**src/logic/fault_pkg.sv**
```systemverilog
package fault_pkg;

    // clock: 200 MHz, period in picoseconds
    localparam longint CLK_PS     = 64'd5000;
    localparam longint PS_PER_NS  = 64'd1000;
    localparam longint PS_PER_US  = 64'd1000000;
    localparam longint PS_PER_MS  = 64'd1000000000;

    // overload integration time (least time: round up)
    localparam longint OVLD_MS    = 64'd160;
    localparam longint OVLD_CYC   = (OVLD_MS * PS_PER_MS + CLK_PS - 1) / CLK_PS;
    // short blanking ahead of the abnormal current comparator (round up)
    localparam longint BLANK_NS   = 64'd125;
    localparam longint BLANK_CYC  = (BLANK_NS * PS_PER_NS + CLK_PS - 1)
                                    / CLK_PS;
    // longest gate on-phase (longest time: round down)
    localparam longint TON_US     = 64'd32;
    localparam longint TON_CYC    = (TON_US * PS_PER_US) / CLK_PS;
    // auto-recovery interval (least time: round up)
    localparam longint AR_MS      = 64'd1200;
    localparam longint AR_CYC     = (AR_MS * PS_PER_MS + CLK_PS - 1) / CLK_PS;
    // valley timeout, no figure available: plain default in cycles
    localparam longint VALLEY_CYC = 64'd1000;

    // consecutive abnormal current events before latch-off
    localparam int     ABNORMAL_OVERCURRENT_PROTECTION_W     = 3;
    localparam logic [ABNORMAL_OVERCURRENT_PROTECTION_W-1:0] ABNORMAL_OVERCURRENT_PROTECTION_LIMIT = 3'h4;

    // register port
    localparam int     ADDR_W     = 4;
    localparam int     DATA_W     = 8;
    localparam logic [ADDR_W-1:0] REG_CTRL  = 4'h0;
    localparam logic [ADDR_W-1:0] REG_STATE = 4'h1;
    localparam logic [ADDR_W-1:0] REG_ISTAT = 4'h2;
    localparam logic [ADDR_W-1:0] REG_IMASK = 4'h3;

    // control fields
    localparam int     CTRL_LATCH = 0;
    localparam int     CTRL_EN    = 1;
    localparam logic [DATA_W-1:0] CTRL_RST  = 8'h03;

    // event bits, shared by status and mask
    localparam int     NUM_EV     = 5;
    localparam int     EV_OVLD    = 0;
    localparam int     EV_ABNORMAL_OVERCURRENT_PROTECTION    = 1;
    localparam int     EV_OVP     = 2;
    localparam int     EV_THERM   = 3;
    localparam int     EV_TON     = 4;

    typedef enum logic [4:0] {
        ST_OFF     = 5'h01,
        ST_RUN     = 5'h02,
        ST_LATCH   = 5'h04,
        ST_AUTOREC = 5'h08,
        ST_THERM   = 5'h10
    } state_e;

endpackage

```
**src/logic/integ_if.sv**
```systemverilog
`timescale 1ns/1ps
interface integ_if;
    logic up;
    logic expired;
    modport ctl (output up, input  expired);
    modport cnt (input  up, output expired);
endinterface

```
**src/logic/flyback_fault_protection.sv**
```systemverilog
// Local design decisions: the placing of the registers and strobed register access.
`timescale 1ns/1ps
module flyback_fault_protection #(
    parameter int OVLD_CYCLES   = int'(fault_pkg::OVLD_CYC),
    parameter int TON_CYCLES    = int'(fault_pkg::TON_CYC),
    parameter int AR_CYCLES     = int'(fault_pkg::AR_CYC),
    parameter int VALLEY_CYCLES = int'(fault_pkg::VALLEY_CYC)
) (
    // clock and reset
    input  logic                          sys_clk,
    input  logic                          reset,
    // register port
    input  logic [fault_pkg::ADDR_W-1:0]  regAddr,
    input  logic [fault_pkg::DATA_W-1:0]  regWrData,
    input  logic                          regWr,
    input  logic                          regRd,
    output logic [fault_pkg::DATA_W-1:0]  regRdData,
    // comparator flags
    input  logic                          overloadFault,
    input  logic                          normalCurrentTrip,
    input  logic                          abnormalCurrentTrip,
    input  logic                          demagArmed,
    input  logic                          demagDetectInput,
    input  logic                          supplyOvervoltage,
    input  logic                          overTemp,
    input  logic                          supplyStart,
    input  logic                          supplyReset,
    input  logic                          lineRemoval,
    // outputs
    output logic                          gateDriveOutput,
    output logic                          faultLatched,
    output logic                          autoRecovery,
    output logic                          irq
);
    import fault_pkg::*;

    localparam int BLANK = int'(BLANK_CYC);

    ////////////////////////////////////////////////////////////////////
    state_e              state_q;
    state_e              state_d;
    logic [DATA_W-1:0]   ctrl_q;
    logic [DATA_W-1:0]   ctrl_d;
    logic                drvOn_q;
    logic                drvOn_d;
    logic                aocpSeen_q;
    logic                aocpSeen_d;
    logic [ABNORMAL_OVERCURRENT_PROTECTION_W-1:0]   aocpCnt_q;
    logic [ABNORMAL_OVERCURRENT_PROTECTION_W-1:0]   aocpCnt_d;
    logic                latched_q;
    logic                arMode_q;
    logic                blankDone;
    logic                tonDone;
    logic                valleyDone;
    logic                arDone;
    logic                aocpHit;
    logic                pulseEnd;
    logic                leave;
    integ_if             ovld ();

    function automatic logic hit(input logic [ADDR_W-1:0] a,
                                 input logic [ADDR_W-1:0] off);
        hit = (a == off);
    endfunction

    ////////////////////////////////////////////////////////////////////
    // timers
    assign ovld.up = (state_q == ST_RUN) && overloadFault;

    overload_integrator #(.LIMIT(OVLD_CYCLES)) u_ovld (
        .sys_clk (sys_clk),
        .reset   (reset),
        .io      (ovld.cnt)
    );

    limit_timer #(.LIMIT(BLANK)) u_blank (
        .sys_clk (sys_clk),
        .reset   (reset),
        .run     (drvOn_q),
        .done    (blankDone)
    );

    // limit one short of the figure: drive falls on the next edge
    limit_timer #(.LIMIT(TON_CYCLES - 1)) u_ton (
        .sys_clk (sys_clk),
        .reset   (reset),
        .run     (drvOn_q),
        .done    (tonDone)
    );

    // held cleared while demag is armed: leakage ringing would else
    // let the timeout fire into a saturating core
    limit_timer #(.LIMIT(VALLEY_CYCLES - 1)) u_valley (
        .sys_clk (sys_clk),
        .reset   (reset),
        .run     ((state_q == ST_RUN) && !drvOn_q && !demagArmed),
        .done    (valleyDone)
    );

    limit_timer #(.LIMIT(AR_CYCLES - 1)) u_ar (
        .sys_clk (sys_clk),
        .reset   (reset),
        .run     (state_q == ST_AUTOREC),
        .done    (arDone)
    );

    ////////////////////////////////////////////////////////////////////
    // fault state and gate drive
    assign leave    = supplyReset || lineRemoval;
    assign aocpHit  = drvOn_q && blankDone && abnormalCurrentTrip;
    assign pulseEnd = drvOn_q && !drvOn_d;

    always_comb begin
        state_d    = state_q;
        drvOn_d    = drvOn_q;
        aocpSeen_d = 1'b0;
        aocpCnt_d  = aocpCnt_q;
        case (state_q)
            ST_OFF: begin
                if (supplyOvervoltage && !leave) begin
                    state_d = ST_LATCH;
                end else if (supplyStart && ctrl_q[CTRL_EN] &&
                    !supplyOvervoltage &&
                    !overTemp && !lineRemoval) begin
                    state_d = ST_RUN;
                end
            end
            ST_RUN: begin
                if (leave) begin
                    state_d = ST_OFF;
                end else if (supplyOvervoltage) begin
                    state_d = ST_LATCH;
                end else if (aocpCnt_q == ABNORMAL_OVERCURRENT_PROTECTION_LIMIT) begin
                    state_d = ST_LATCH;
                end else if (overTemp) begin
                    state_d = ST_THERM;
                end else if (ovld.expired) begin
                    state_d = ctrl_q[CTRL_LATCH] ? ST_LATCH
                                                 : ST_AUTOREC;
                end
            end
            ST_LATCH: begin
                if (leave) begin
                    state_d = ST_OFF;
                end
            end
            ST_AUTOREC: begin
                if (leave) begin
                    state_d = ST_OFF;
                end else if (supplyOvervoltage) begin
                    state_d = ST_LATCH;
                end else if (arDone && supplyStart && !overTemp) begin
                    state_d = ST_RUN;
                end
            end
            ST_THERM: begin
                if (leave) begin
                    state_d = ST_OFF;
                end else if (supplyOvervoltage) begin
                    state_d = ST_LATCH;
                end else if (supplyStart && !overTemp) begin
                    state_d = ST_RUN;
                end
            end
            default: begin
                state_d = ST_OFF;
            end
        endcase

        // drive only while running now and next cycle
        if (state_q != ST_RUN || state_d != ST_RUN) begin
            drvOn_d = 1'b0;
        end else if (drvOn_q) begin
            if (normalCurrentTrip || aocpHit || tonDone) begin
                drvOn_d = 1'b0;
            end
        end else if (demagDetectInput || valleyDone) begin
            drvOn_d = 1'b1;
        end

        if (drvOn_q) begin
            aocpSeen_d = aocpSeen_q || aocpHit;
        end
        if (state_q != ST_RUN) begin
            aocpCnt_d = '0;
        end else if (drvOn_q && !drvOn_d) begin
            if (aocpSeen_q || aocpHit) begin
                if (aocpCnt_q != ABNORMAL_OVERCURRENT_PROTECTION_LIMIT) begin
                    aocpCnt_d = aocpCnt_q + 1'b1;
                end
            end else begin
                aocpCnt_d = '0;
            end
        end
    end

    always_ff @(posedge sys_clk) begin
        if (reset) begin
            state_q    <= ST_OFF;
            drvOn_q    <= 1'b0;
            aocpSeen_q <= 1'b0;
            aocpCnt_q  <= '0;
            latched_q  <= 1'b0;
            arMode_q   <= 1'b0;
        end else begin
            state_q    <= state_d;
            drvOn_q    <= drvOn_d;
            aocpSeen_q <= aocpSeen_d;
            aocpCnt_q  <= aocpCnt_d;
            latched_q  <= (state_d == ST_LATCH);
            arMode_q   <= (state_d == ST_AUTOREC);
        end
    end

    assign gateDriveOutput = drvOn_q;
    assign faultLatched    = latched_q;
    assign autoRecovery    = arMode_q;

    ////////////////////////////////////////////////////////////////////
    // registers and interrupt
    logic [NUM_EV-1:0] istat_q;
    logic [NUM_EV-1:0] istat_d;
    logic [NUM_EV-1:0] imask_q;
    logic [NUM_EV-1:0] imask_d;
    logic [NUM_EV-1:0] ev;
    logic [DATA_W-1:0] rd_q;
    logic [DATA_W-1:0] rd_d;
    logic              irq_q;
    logic              irq_d;

    always_comb begin
        ev           = '0;
        ev[EV_OVLD]  = (state_q == ST_RUN) && ovld.expired;
        ev[EV_ABNORMAL_OVERCURRENT_PROTECTION]  = pulseEnd && (aocpSeen_q || aocpHit);
        ev[EV_OVP]   = supplyOvervoltage && (state_q != ST_LATCH);
        ev[EV_THERM] = (state_q == ST_RUN) && (state_d == ST_THERM);
        ev[EV_TON]   = drvOn_q && tonDone;
        ctrl_d  = ctrl_q;
        imask_d = imask_q;
        istat_d = istat_q;
        rd_d    = '0;
        if (regWr && hit(regAddr, REG_CTRL)) begin
            ctrl_d = regWrData;
        end
        if (regWr && hit(regAddr, REG_IMASK)) begin
            imask_d = regWrData[NUM_EV-1:0];
        end
        if (regRd) begin
            case (regAddr)
                REG_CTRL:  rd_d = ctrl_q;
                REG_STATE: rd_d = {2'h0, drvOn_q, state_q};
                REG_ISTAT: rd_d = DATA_W'(istat_q);
                REG_IMASK: rd_d = DATA_W'(imask_q);
                default:   rd_d = '0;
            endcase
        end
        // a read clears, but an event in the same cycle still sets
        if (regRd && hit(regAddr, REG_ISTAT)) begin
            istat_d = '0;
        end
        istat_d = istat_d | ev;
        irq_d   = |(istat_d & imask_d);
    end

    always_ff @(posedge sys_clk) begin
        if (reset) begin
            ctrl_q  <= CTRL_RST;
            imask_q <= '0;
            istat_q <= '0;
            rd_q    <= '0;
            irq_q   <= 1'b0;
        end else begin
            ctrl_q  <= ctrl_d;
            imask_q <= imask_d;
            istat_q <= istat_d;
            rd_q    <= rd_d;
            irq_q   <= irq_d;
        end
    end

    assign regRdData = rd_q;
    assign irq       = irq_q;
endmodule

```
**src/logic/limit_timer.sv**
```systemverilog
`timescale 1ns/1ps
module limit_timer #(
    parameter int LIMIT = 25,
    parameter int W     = $clog2(LIMIT + 1)
) (
    // clock and reset
    input  logic sys_clk,
    input  logic reset,
    // control
    input  logic run,
    output logic done
);
    logic [W-1:0] cnt_q;
    logic [W-1:0] cnt_d;

    // dropping run clears the count, so each run starts afresh
    always_comb begin
        cnt_d = cnt_q;
        if (!run) begin
            cnt_d = '0;
        end else if (cnt_q != W'(LIMIT)) begin
            cnt_d = cnt_q + 1'b1;
        end
    end

    always_ff @(posedge sys_clk) begin
        if (reset) begin
            cnt_q <= '0;
        end else begin
            cnt_q <= cnt_d;
        end
    end

    assign done = (cnt_q == W'(LIMIT));
endmodule

```
**src/logic/overload_integrator.sv**
```systemverilog
`timescale 1ns/1ps
module overload_integrator #(
    parameter int LIMIT = 32000000,
    parameter int W     = $clog2(LIMIT + 1)
) (
    // clock and reset
    input  logic sys_clk,
    input  logic reset,
    // integration control
    integ_if.cnt io
);
    logic [W-1:0] level_q;
    logic [W-1:0] level_d;

    // counts down after the fault, so short repeated bursts add up
    always_comb begin
        level_d = level_q;
        if (io.up) begin
            if (level_q != W'(LIMIT)) begin
                level_d = level_q + 1'b1;
            end
        end else if (level_q != '0) begin
            level_d = level_q - 1'b1;
        end
    end

    always_ff @(posedge sys_clk) begin
        if (reset) begin
            level_q <= '0;
        end else begin
            level_q <= level_d;
        end
    end

    assign io.expired = (level_q == W'(LIMIT));
endmodule

```
**config.mk**
```make
export PLATFORM = sky130hd
export DESIGN_NAME = flyback_fault_protection
export DESIGN_NICKNAME = d
export VERILOG_FILES = /design/src/logic/fault_pkg.sv /design/src/logic/integ_if.sv /design/src/logic/flyback_fault_protection.sv /design/src/logic/limit_timer.sv /design/src/logic/overload_integrator.sv
export SDC_FILE = /design/constraint.sdc
export NUM_CORES = 1
export LEC_CHECK = 0
export BUFFER_PORTS_ARGS = -buffer_cell sky130_fd_sc_hd__clkbuf_2
export CORE_UTILIZATION = 50
export DETAILED_ROUTE_END_ITERATION = 8
export GPL_ROUTABILITY_DRIVEN = 0
export HOLD_SLACK_MARGIN = 0.15
export MAX_ROUTING_LAYER = met4
export PLACE_DENSITY = 0.8
export SYNTH_ARGS = -nofsm -noshare
export SYNTH_HDL_FRONTEND = slang
export SYNTH_SLANG_ARGS = --single-unit
```
**constraint.sdc**
```tcl
create_clock -name sys_clk -period 9.4 [get_ports sys_clk]
set_input_delay 0.94 -clock sys_clk [delete_from_list [all_inputs] [get_ports sys_clk]]
set_output_delay 0.94 -clock sys_clk [all_outputs]
set_load 0.02 [all_outputs]
```
After elaboration in Yosys (flattened, before gate mapping)
Index checks and enable logic that the tools add are counted.
- input port bits: 26
- flip-flop bits (word level): 120
- output and inout port bits: 12
- logic and storage cells: 131
- muxes and demuxes: 28
- bitwise operators: 6
- reductions and logical operators: 46
- equal/unequal tests: 28
- add/subtract/negate cells: 7
- operators by type and width (cell ; count):
    $mux W5 ; 16
    $mux W25 ; 3
    $pmux W8 S4 ; 1
    $add A28 B1 Y28 const B ; 1
    $eq A28 B28 Y1 const B ; 1
    $ne A28 B28 Y1 const B ; 1
    $add A25 B1 Y25 const B ; 1
    $eq A25 B25 Y1 const B ; 1
    $ne A25 B25 Y1 const B ; 1
    $pmux W5 S5 ; 1
    $reduce_bool A25 Y1 ; 1
    $sub A25 B1 Y25 const B ; 1
    $logic_and A1 B1 Y1 ; 22
    $eq A5 B5 Y1 const B ; 3
    $add A13 B1 Y13 const B ; 1
    $eq A13 B13 Y1 const B ; 1
    $ne A13 B13 Y1 const B ; 1
    $add A10 B1 Y10 const B ; 1
    $eq A10 B10 Y1 const B ; 1
    $eq A5 B3 Y1 const B ; 2
    $eq A5 B4 Y1 const B ; 2
    $ne A10 B10 Y1 const B ; 1
    $ne A5 B2 Y1 const B ; 2
    $reduce_or A2 Y1 ; 5
    23 further kinds ; 44

Depth between registers and ports, before layout
Gate-level depths: netlist of the first run.
- word-level depth: 16
- mapped depth: 13
- gate-level depth less buffers: 12

Cells and area by module
From an unflattened synthesis of the first run, not the netlist that was laid out.
- cells, all modules: 783
- area total of the unflattened synthesis: 6914.1 sq um
- by module, submodules not included (module ; times used ; seq. area each (sq um) ; cells an instance ; area each (sq um)):
    overload_integrator ; 1 ; 500.5 ; 267 ; 2149.6
    flyback_fault_protection ; 1 ; 780.7 ; 210 ; 1969.4
    limit_timer at u_ar ; 1 ; 560.5 ; 157 ; 1407.6
    limit_timer at u_ton ; 1 ; 260.2 ; 68 ; 611.8
    limit_timer at u_valley ; 1 ; 200.2 ; 55 ; 478.0
    limit_timer at u_blank ; 1 ; 100.1 ; 26 ; 297.8

Worst setup path before layout of the first run
Ideal clock, no wire load.
- path type: input -> register
- from: input port overloadFault
- to: register u_ovld.level_q[24]
- cell stages on the path: 11
- slack: 5.461 ns
- buffers on the path: 0
- library setup time: 0.121 ns
- arrival time: 3.818 ns
- data required time: 9.279 ns
- cells stage by stage: and3_1 -> inv_1 -> fa_1 -> a211oi_1 -> nor2_1 -> o41ai_1 -> a211o_1 -> nand2_1 -> a221oi_1 -> mux2i_1 -> mux2_2
- longest elaborated chain between the ends: 3
- elaborated cells on any way between the ends: 5
- those cells by class: eq/ne (1); mux (1); reduce/logical (3)
- ends and longest elaborated chain (element ; line ; RTL):
    from (decl) ; flyback_fault_protection.sv:19 ; input logic overloadFault,
    $logic_and A1 B1 Y1 (*) ; flyback_fault_protection.sv:68 ; assign ovld.up = (state_q == ST_RUN) && overloadFault;
    $ne A2 B1 Y1 (no source line) / $reduce_bool A2 Y1 (equally long branches) ; -- ;
    $reduce_and A2 Y1 (no source line) ; -- ;
    to (signal assigned) ; overload_integrator.sv:31 ; level_q <= level_d;
    to (decl) ; overload_integrator.sv:12 ; logic [W-1:0] level_q;
Mark *: on every way between the ends. The rest lies on a longest branch, timed or not.
A chain may end at the register's enable or synchronous reset.

Worst setup path after layout of the first run
- from: register state_q[1]
- to: register u_ovld.level_q[24]
- longest elaborated chain between the ends: 4
- elaborated cells on any way between the ends: 6
- those cells by class: eq/ne (2); mux (1); reduce/logical (3)
- ends and longest elaborated chain (element ; line ; RTL):
    from (decl) ; flyback_fault_protection.sv:40 ; state_e state_q;
    from (signal assigned) ; flyback_fault_protection.sv:206 ; state_q <= state_d;
    $eq A5 B2 Y1 (*) ; flyback_fault_protection.sv:68 ;
    $logic_and A1 B1 Y1 (*) ; flyback_fault_protection.sv:68 ;
    $ne A2 B1 Y1 (no source line) / $reduce_bool A2 Y1 (equally long branches) ; -- ;
    $reduce_and A2 Y1 (no source line) ; -- ;
Marked as above.

==> results of run 1 <==
==> synthesized netlist by cell type, drive strengths merged, types with 10 or more instances <==
library cell  number
nor3              25
a21oi             43
and3              16
dfxtp            120
nand4             10
mux2i             11
nand2             69
nor2             123
xor2              30
ha                30
a21o              11
o21ai             27
nand3             39
inv               16
nor4              10
xnor2             28
clkbuf            21
==> metal layers <==
layer  global-route usage  part of all wire  routed length, um  vias to the layer above
met5                    -                 0                  0                        -
met4                0.103             0.021                276                        0
met2                0.329              0.44               5750                      126
met1                0.293              0.49               6490                     2458
met3               0.0462             0.047                619                       27
li1                     -                 -                  -                     2713
==> final cells by class <==
cell class              instances  area (sq um)
inverters                      16          60.1
well taps                     168           210
repair buffers                 38           193
clock buffers                  18           429
clock inverters                14           149
fillers                      1064          4940
multi-input cells             587          3680
flip-flops and latches        120          2400
==> through the flow <==
stage	hold WS (ns)	worst slack [ns]	total power, mW	utilization
after floorplan	0.432	5.46	1.03	-
after global placement	0.445	4.96	1.13	0.543
after detailed placement	0.447	4.88	1.13	0.543
after CTS	0.456	4.89	1.77	0.591
after global routing	0.474	4.41	1.86	0.591
final	0.455	4.83	1.77	0.591
==> registers in the layout, indices dropped and copies added, names as in the netlist, 3 cells and up <==
register and flops:
ctrl_q 8, regRdData 8, u_blank.cnt_q 5, u_valley.cnt_q 10, u_ovld.level_q 25, u_ar.cnt_q 28, u_ton.cnt_q 13, istat_q 5
state_q 5, aocpCnt_q 3, imask_q 5
==> cell families (layout without fill, tap and decap cells) <==
| kind of cell | count (synthesis) | after routing |
|---|---|---|
| simple gates | 344 | 344 |
| compound gates | 136 | 136 |
| flops | 120 | 120 |
| xor+xnor | 58 | 58 |
| buf+inv | 38 | 86 |
| fa+ha+maj | 31 | 31 |
| mux | 18 | 18 |
==> how the worst max path moves through the flow <==
stage | to | cells after the start | slack [ns]
after floorplan | u_ovld.level_q[24]$_SDFFE_PP0P_ | 11 | 5.46
after detailed placement | u_ovld.level_q[24]$_SDFFE_PP0P_ | 12 | 4.88
final | u_ovld.level_q[24]$_SDFFE_PP0P_ | 12 | 4.83
after global routing | u_ovld.level_q[24]$_SDFFE_PP0P_ | 12 | 4.41
after CTS | u_ovld.level_q[24]$_SDFFE_PP0P_ | 12 | 4.89
after global placement | u_ovld.level_q[24]$_SDFFE_PP0P_ | 12 | 4.96
==> report_power, final <==
part	internal (mW)	total, mW	switching, mW
Combinational	0.251	0.546	0.295
Clock	0.391	0.640	0.249
Sequential	0.553	0.583	0.0304
Total	1.19	1.77	0.574
==> worst min-delay path, stage by stage (launching register included) <==
cell and delay, ns:
dfxtp_1 0.31, nand2_1 0.05, a21oi_1 0.05
==> results.toml, run 1 <==
[global_route]
antenna_found_initial = 0
grt_overflow = 0
grt_max_degree = 39
grt_pass1_wl_um = 22300
first_global_vias = 4798
grtUsageTotal = 0.223

[placed_design]
dpl_cell_area_sq_mm = 0.00655
dp_hpwl_um = 9020
portBuffers = 37
place.detailed.instances = 929

[routing]
firstDrtPassIters = 5
vias_per_cell = 5.54
drt_iter0_drc = 390
drc = 0
wl_per_cell_um = 13.7
ant_nets = 0
routed_wl_um = 13100
vias = 5324

[floorplan]
ios = 38
fp.dieH_um = 114
core_sq_mm = 0.0121
die_area_sq_mm = 0.0129
die_x_um = 114
start_util = 0.516
rows = 40

[synth]
syn_inst = 745
synth-async-reset-ratio = 0
yosys_warnings = 0
yosysTopAreaCell = "dfxtp_1"
yosys.cell_types.count = 65
avgSynthCellArea_sq_um = 8.35
synth_compound_area_frac = 0.145
ys_ff_latch = 120
ys.flop_type = "dfxtp_1"
synth_top_family_by_area = "simple AND/OR/NAND/NOR gates"
yosys.area_share.simple = 0.271
synth_mux_area_frac = 0.0304
syn_nets = 802
yosysSeqAreaShare = 0.386
synth.area.top_cells = "dfxtp_1, nor2_1, ha_1"
synthAdderAreaFrac = 0.0636
synth_edf_count = 0
synth_area_sq_mm = 0.00622
yosys.area.top_type_share = 0.386
synth_xor_xnor_area_share = 0.0817

[setup_path]
cp_num_buf_inv = 1
path_max_fanout = 25
cp_cell_sequence = "nor3b_1 -> and3_1 -> inv_1 -> fa_1 -> a211oi_1 -> nor2_1 -> o41ai_1 -> a211o_1 -> nand2_1 -> a221oi_1 -> mux2i_1 -> mux2_2"
timing.reg2reg.worst_path_depth = 12
worstSetupPathType = "flop to flop"
crit_family = "compound AO/OA/AOI/OAI gates"
crit_arrival_ns = 4.88
max_stage_delay_ns = 0.61
critPathLaunch = "state_q[1]$_SDFF_PP0_"
regToRegEndpoint = "u_ovld.level_q[24]$_SDFFE_PP0P_"
r2r_slack_ns = 4.83
reg2reg_from = "state_q[1]$_SDFF_PP0_"
critPathRequiredTime_ns = 9.71
start_kind = "flop"
endpoint_kind = "flop"
cp_slowest_cell = "fa_1"

[timing]
fin_setup_tns_ns = 0
worst_pin_slew_ns = 1.03
rsz0062_at_grt = "no"
max-slew-margin-rel = 0.314
drv_slew = 0
finalHoldViolCount = 0
setup_viol = 0
skew_ns = 0.00985
fmaxAchievable_mhz = 219
period_minus_slack_ns = 4.57
fin_crit_sh = 0.486

[layout]
layout_common_cells = "nor2_1, dfxtp_1, nand2_1"
stdcell_count = 961
antenna_cells = 0
drive_gt1_frac = 0.121
final_common_cell = "nor2_1"
final_nets = 837
area.growth.synth_to_final_pct = 14.5
final_cell_area_sq_mm = 0.00713

[clock_tree]
numCtsBuffers = 17
htree_levels = 4
cts_hold_buffers = 0
clock_sinks = 120
cts_tree = "yes"
worst_skew_pair.late_latency_ns = 0.43
cts_setup_buffers = 0
clk_pin_slew_ns = 0.06
cts-resized-gates = 0
cts_root_buf = "clkbuf_16"
cts_buffer_depth = 2

[min_path]
hp-class = "flop to flop"
holdPathEnd = "ctrl_q[2]$_SDFFE_PP0P_"
hp-start = "ctrl_q[2]$_SDFFE_PP0P_"
hold-path-cell-count = 2

[power_and_ir_drop]
p_per_area_mw_per_mm2 = 248
ir_worst_vdd_v = 0.000188
leakage_nw = 2.70

[run]
cap_violations = 0

[run_status]
status = "finished clean"
Note: power is estimated with default switching activity, not from simulation.
==> run 2, diff against run 1 <==
--- a/config.mk
+++ b/config.mk
@@ -11,7 +11,7 @@
 export GPL_ROUTABILITY_DRIVEN = 0
 export HOLD_SLACK_MARGIN = 0.15
 export MAX_ROUTING_LAYER = met4
-export PLACE_DENSITY = 0.8
+export PLACE_DENSITY = 0.82
 export SYNTH_ARGS = -nofsm -noshare
 export SYNTH_HDL_FRONTEND = slang
 export SYNTH_SLANG_ARGS = --single-unit
==> constraint.sdc (replaced) <==
create_clock -name sys_clk -period 3.9 [get_ports sys_clk]
set_input_delay 0.39 -clock sys_clk [delete_from_list [all_inputs] [get_ports sys_clk]]
set_output_delay 0.39 -clock sys_clk [all_outputs]
set_load 0.02 [all_outputs]
==> results.toml, run 2 (synthesis gave the netlist of run 1 again) <==
[clock_tree]
cts_tree = "yes"
clk_pin_slew_ns = 0.06
numCtsBuffers = 17
cts_root_buf = "clkbuf_16"
htree_levels = 4
worst_skew_pair.late_latency_ns = 0.42
clock_sinks = 120
cts_buffer_depth = 2
cts_setup_buffers = 0

[routing]
drt_iter0_drc = 310
vias_per_cell = 5.55
ant_nets = 0
wl_per_cell_um = 14.2
vias = 5388
firstDrtPassIters = 5
drc = 0
routed_wl_um = 13800

[timing]
fin_setup_tns_ns = 0
period_minus_slack_ns = 3.63
finalHoldViolCount = 0
fin_crit_sh = 0.929
setup_slack_ns = 0.275
worst_pin_slew_ns = 0.999
max-slew-margin-rel = 0.334
fmaxAchievable_mhz = 276
setup_viol = 0
skew_ns = 0.00686
rsz0062_at_grt = "no"
drv_slew = 0

[layout]
area.growth.synth_to_final_pct = 17.1
reg_top3 = "u_ar.cnt_q x28, u_ovld.level_q x25, u_ton.cnt_q x13"
largest_register_ffs = 28
layout_common_cells = "nor2_1, dfxtp_1, nand2_1"
final_nets = 846
regMostFlops = "u_ar.cnt_q"
drive_gt1_frac = 0.138
antenna_cells = 0
final_common_cell = "nor2_1"

[global_route]
antenna_found_initial = 0
grt_overflow = 0
grt_pass1_wl_um = 23800
grtUsageTotal = 0.237
first_global_vias = 5140
grt_max_degree = 39

[power_and_ir_drop]
p_per_area_mw_per_mm2 = 612
power_mw = 4.46
ir_worst_vdd_v = 0.000509
leakage_nw = 2.79

[placed_design]
dp_hpwl_um = 9650
portBuffers = 37
dp_worst_setup_slack_ns = 0.0362

[floorplan]
die_area_sq_mm = 0.0129
rows = 40
ios = 38
core_sq_mm = 0.0121
die_x_um = 114
fp.dieH_um = 114
start_util = 0.516

[min_path]
hp-class = "input pin to flop"

[setup_path]
endpoint_kind = "flop"
crit_arrival_ns = 3.93
critPathRequiredTime_ns = 4.21
path_max_fanout = 13
start_kind = "flop"
worstSetupPathType = "flop to flop"

[run_status]
status = "finished clean"

[run]
cap_violations = 0
==> run 2: cell types whose count changed in the layout (fill, tap and decap cells not counted), moves of 2 or more <==
cell	change
a221oi_1	-2
clkinv_2	-2
clkinvlp_4	-2
bufinv_16	+2
clkinv_4	+2
buf_4	+9
a221oi_2	+2
==> run 2: worst paths after layout <==
| check | start | end | slack, ns | cells after the start |
|---|---|---|---|---|
| worst max-delay path | state_q[3]$_SDFF_PP0_ | u_ovld.level_q[23]$_SDFFE_PP0P_ | 0.27 | 13 |
| worst min-delay path | regWrData[5] | ctrl_q[5]$_SDFFE_PP0P_ | 0.21 | 3 |
| worst max register to register | state_q[3]$_SDFF_PP0_ | u_ovld.level_q[23]$_SDFFE_PP0P_ | 0.27 | 13 |
| worst min register to register | ctrl_q[4]$_SDFFE_PP0P_ | regRdData[4]$_SDFF_PP0_ | 0.45 | 2 |
==> run 2: cell type report <==
type,instances,area (sq um)
inverter,16,60.1
clock buffer,19,443
timing repair buffer,47,260
clock inverter,13,193
sequential,120,2400
multi-input combinational,587,3710
tap,168,210
fill,1011,4780
==> run 2: what timing repair did <==
action | in CTS | in global routing
resized for setup | 0 | 6
hold buffers | 0 | 0
endpoints found under the setup margin | 0 | 2
==> run 2: report_power, final <==
group	total (mW)	internal, mW	switching (mW)	leakage (nW)
sequential	1.41	1.33	0.0771	0.974
clock	1.67	1.09	0.579	0.304
combinational	1.38	0.629	0.749	1.51
==> run 2: critical path: stages, from the launching register on <==
cell and delay, ns:
dfxtp_1 0.37, nor3b_2 0.22, and3_1 0.26, inv_1 0.18, buf_4 0.23, ha_1 0.36, a21o_1 0.22, o21bai_1 0.18
a2111oi_2 0.34, o31ai_1 0.21, a21oi_2 0.21, o211ai_1 0.17, or4_1 0.40, and3_1 0.15
==> run 2: metrics by stage <==
step	utilization	instance area (sq um)	cells	hold WS, ns
floorplan	-	6220	745	0.432
global placement	0.548	6620	938	0.443
detailed placement	0.548	6620	938	0.446
finish	0.604	7280	970	0.205
CTS	0.601	7250	970	0.193
global route	0.604	7280	970	0.200
==> run 2: per-layer routing <==
| metal | vias up | wire [um] | global-route usage |
|---|---|---|---|
| met5 | - | 0 | - |
| met3 | 23 | 693 | 0.0537 |
| met4 | 0 | 268 | 0.0825 |
| li1 | 2741 | - | - |
| met2 | 141 | 6370 | 0.374 |
| met1 | 2483 | 6420 | 0.299 |
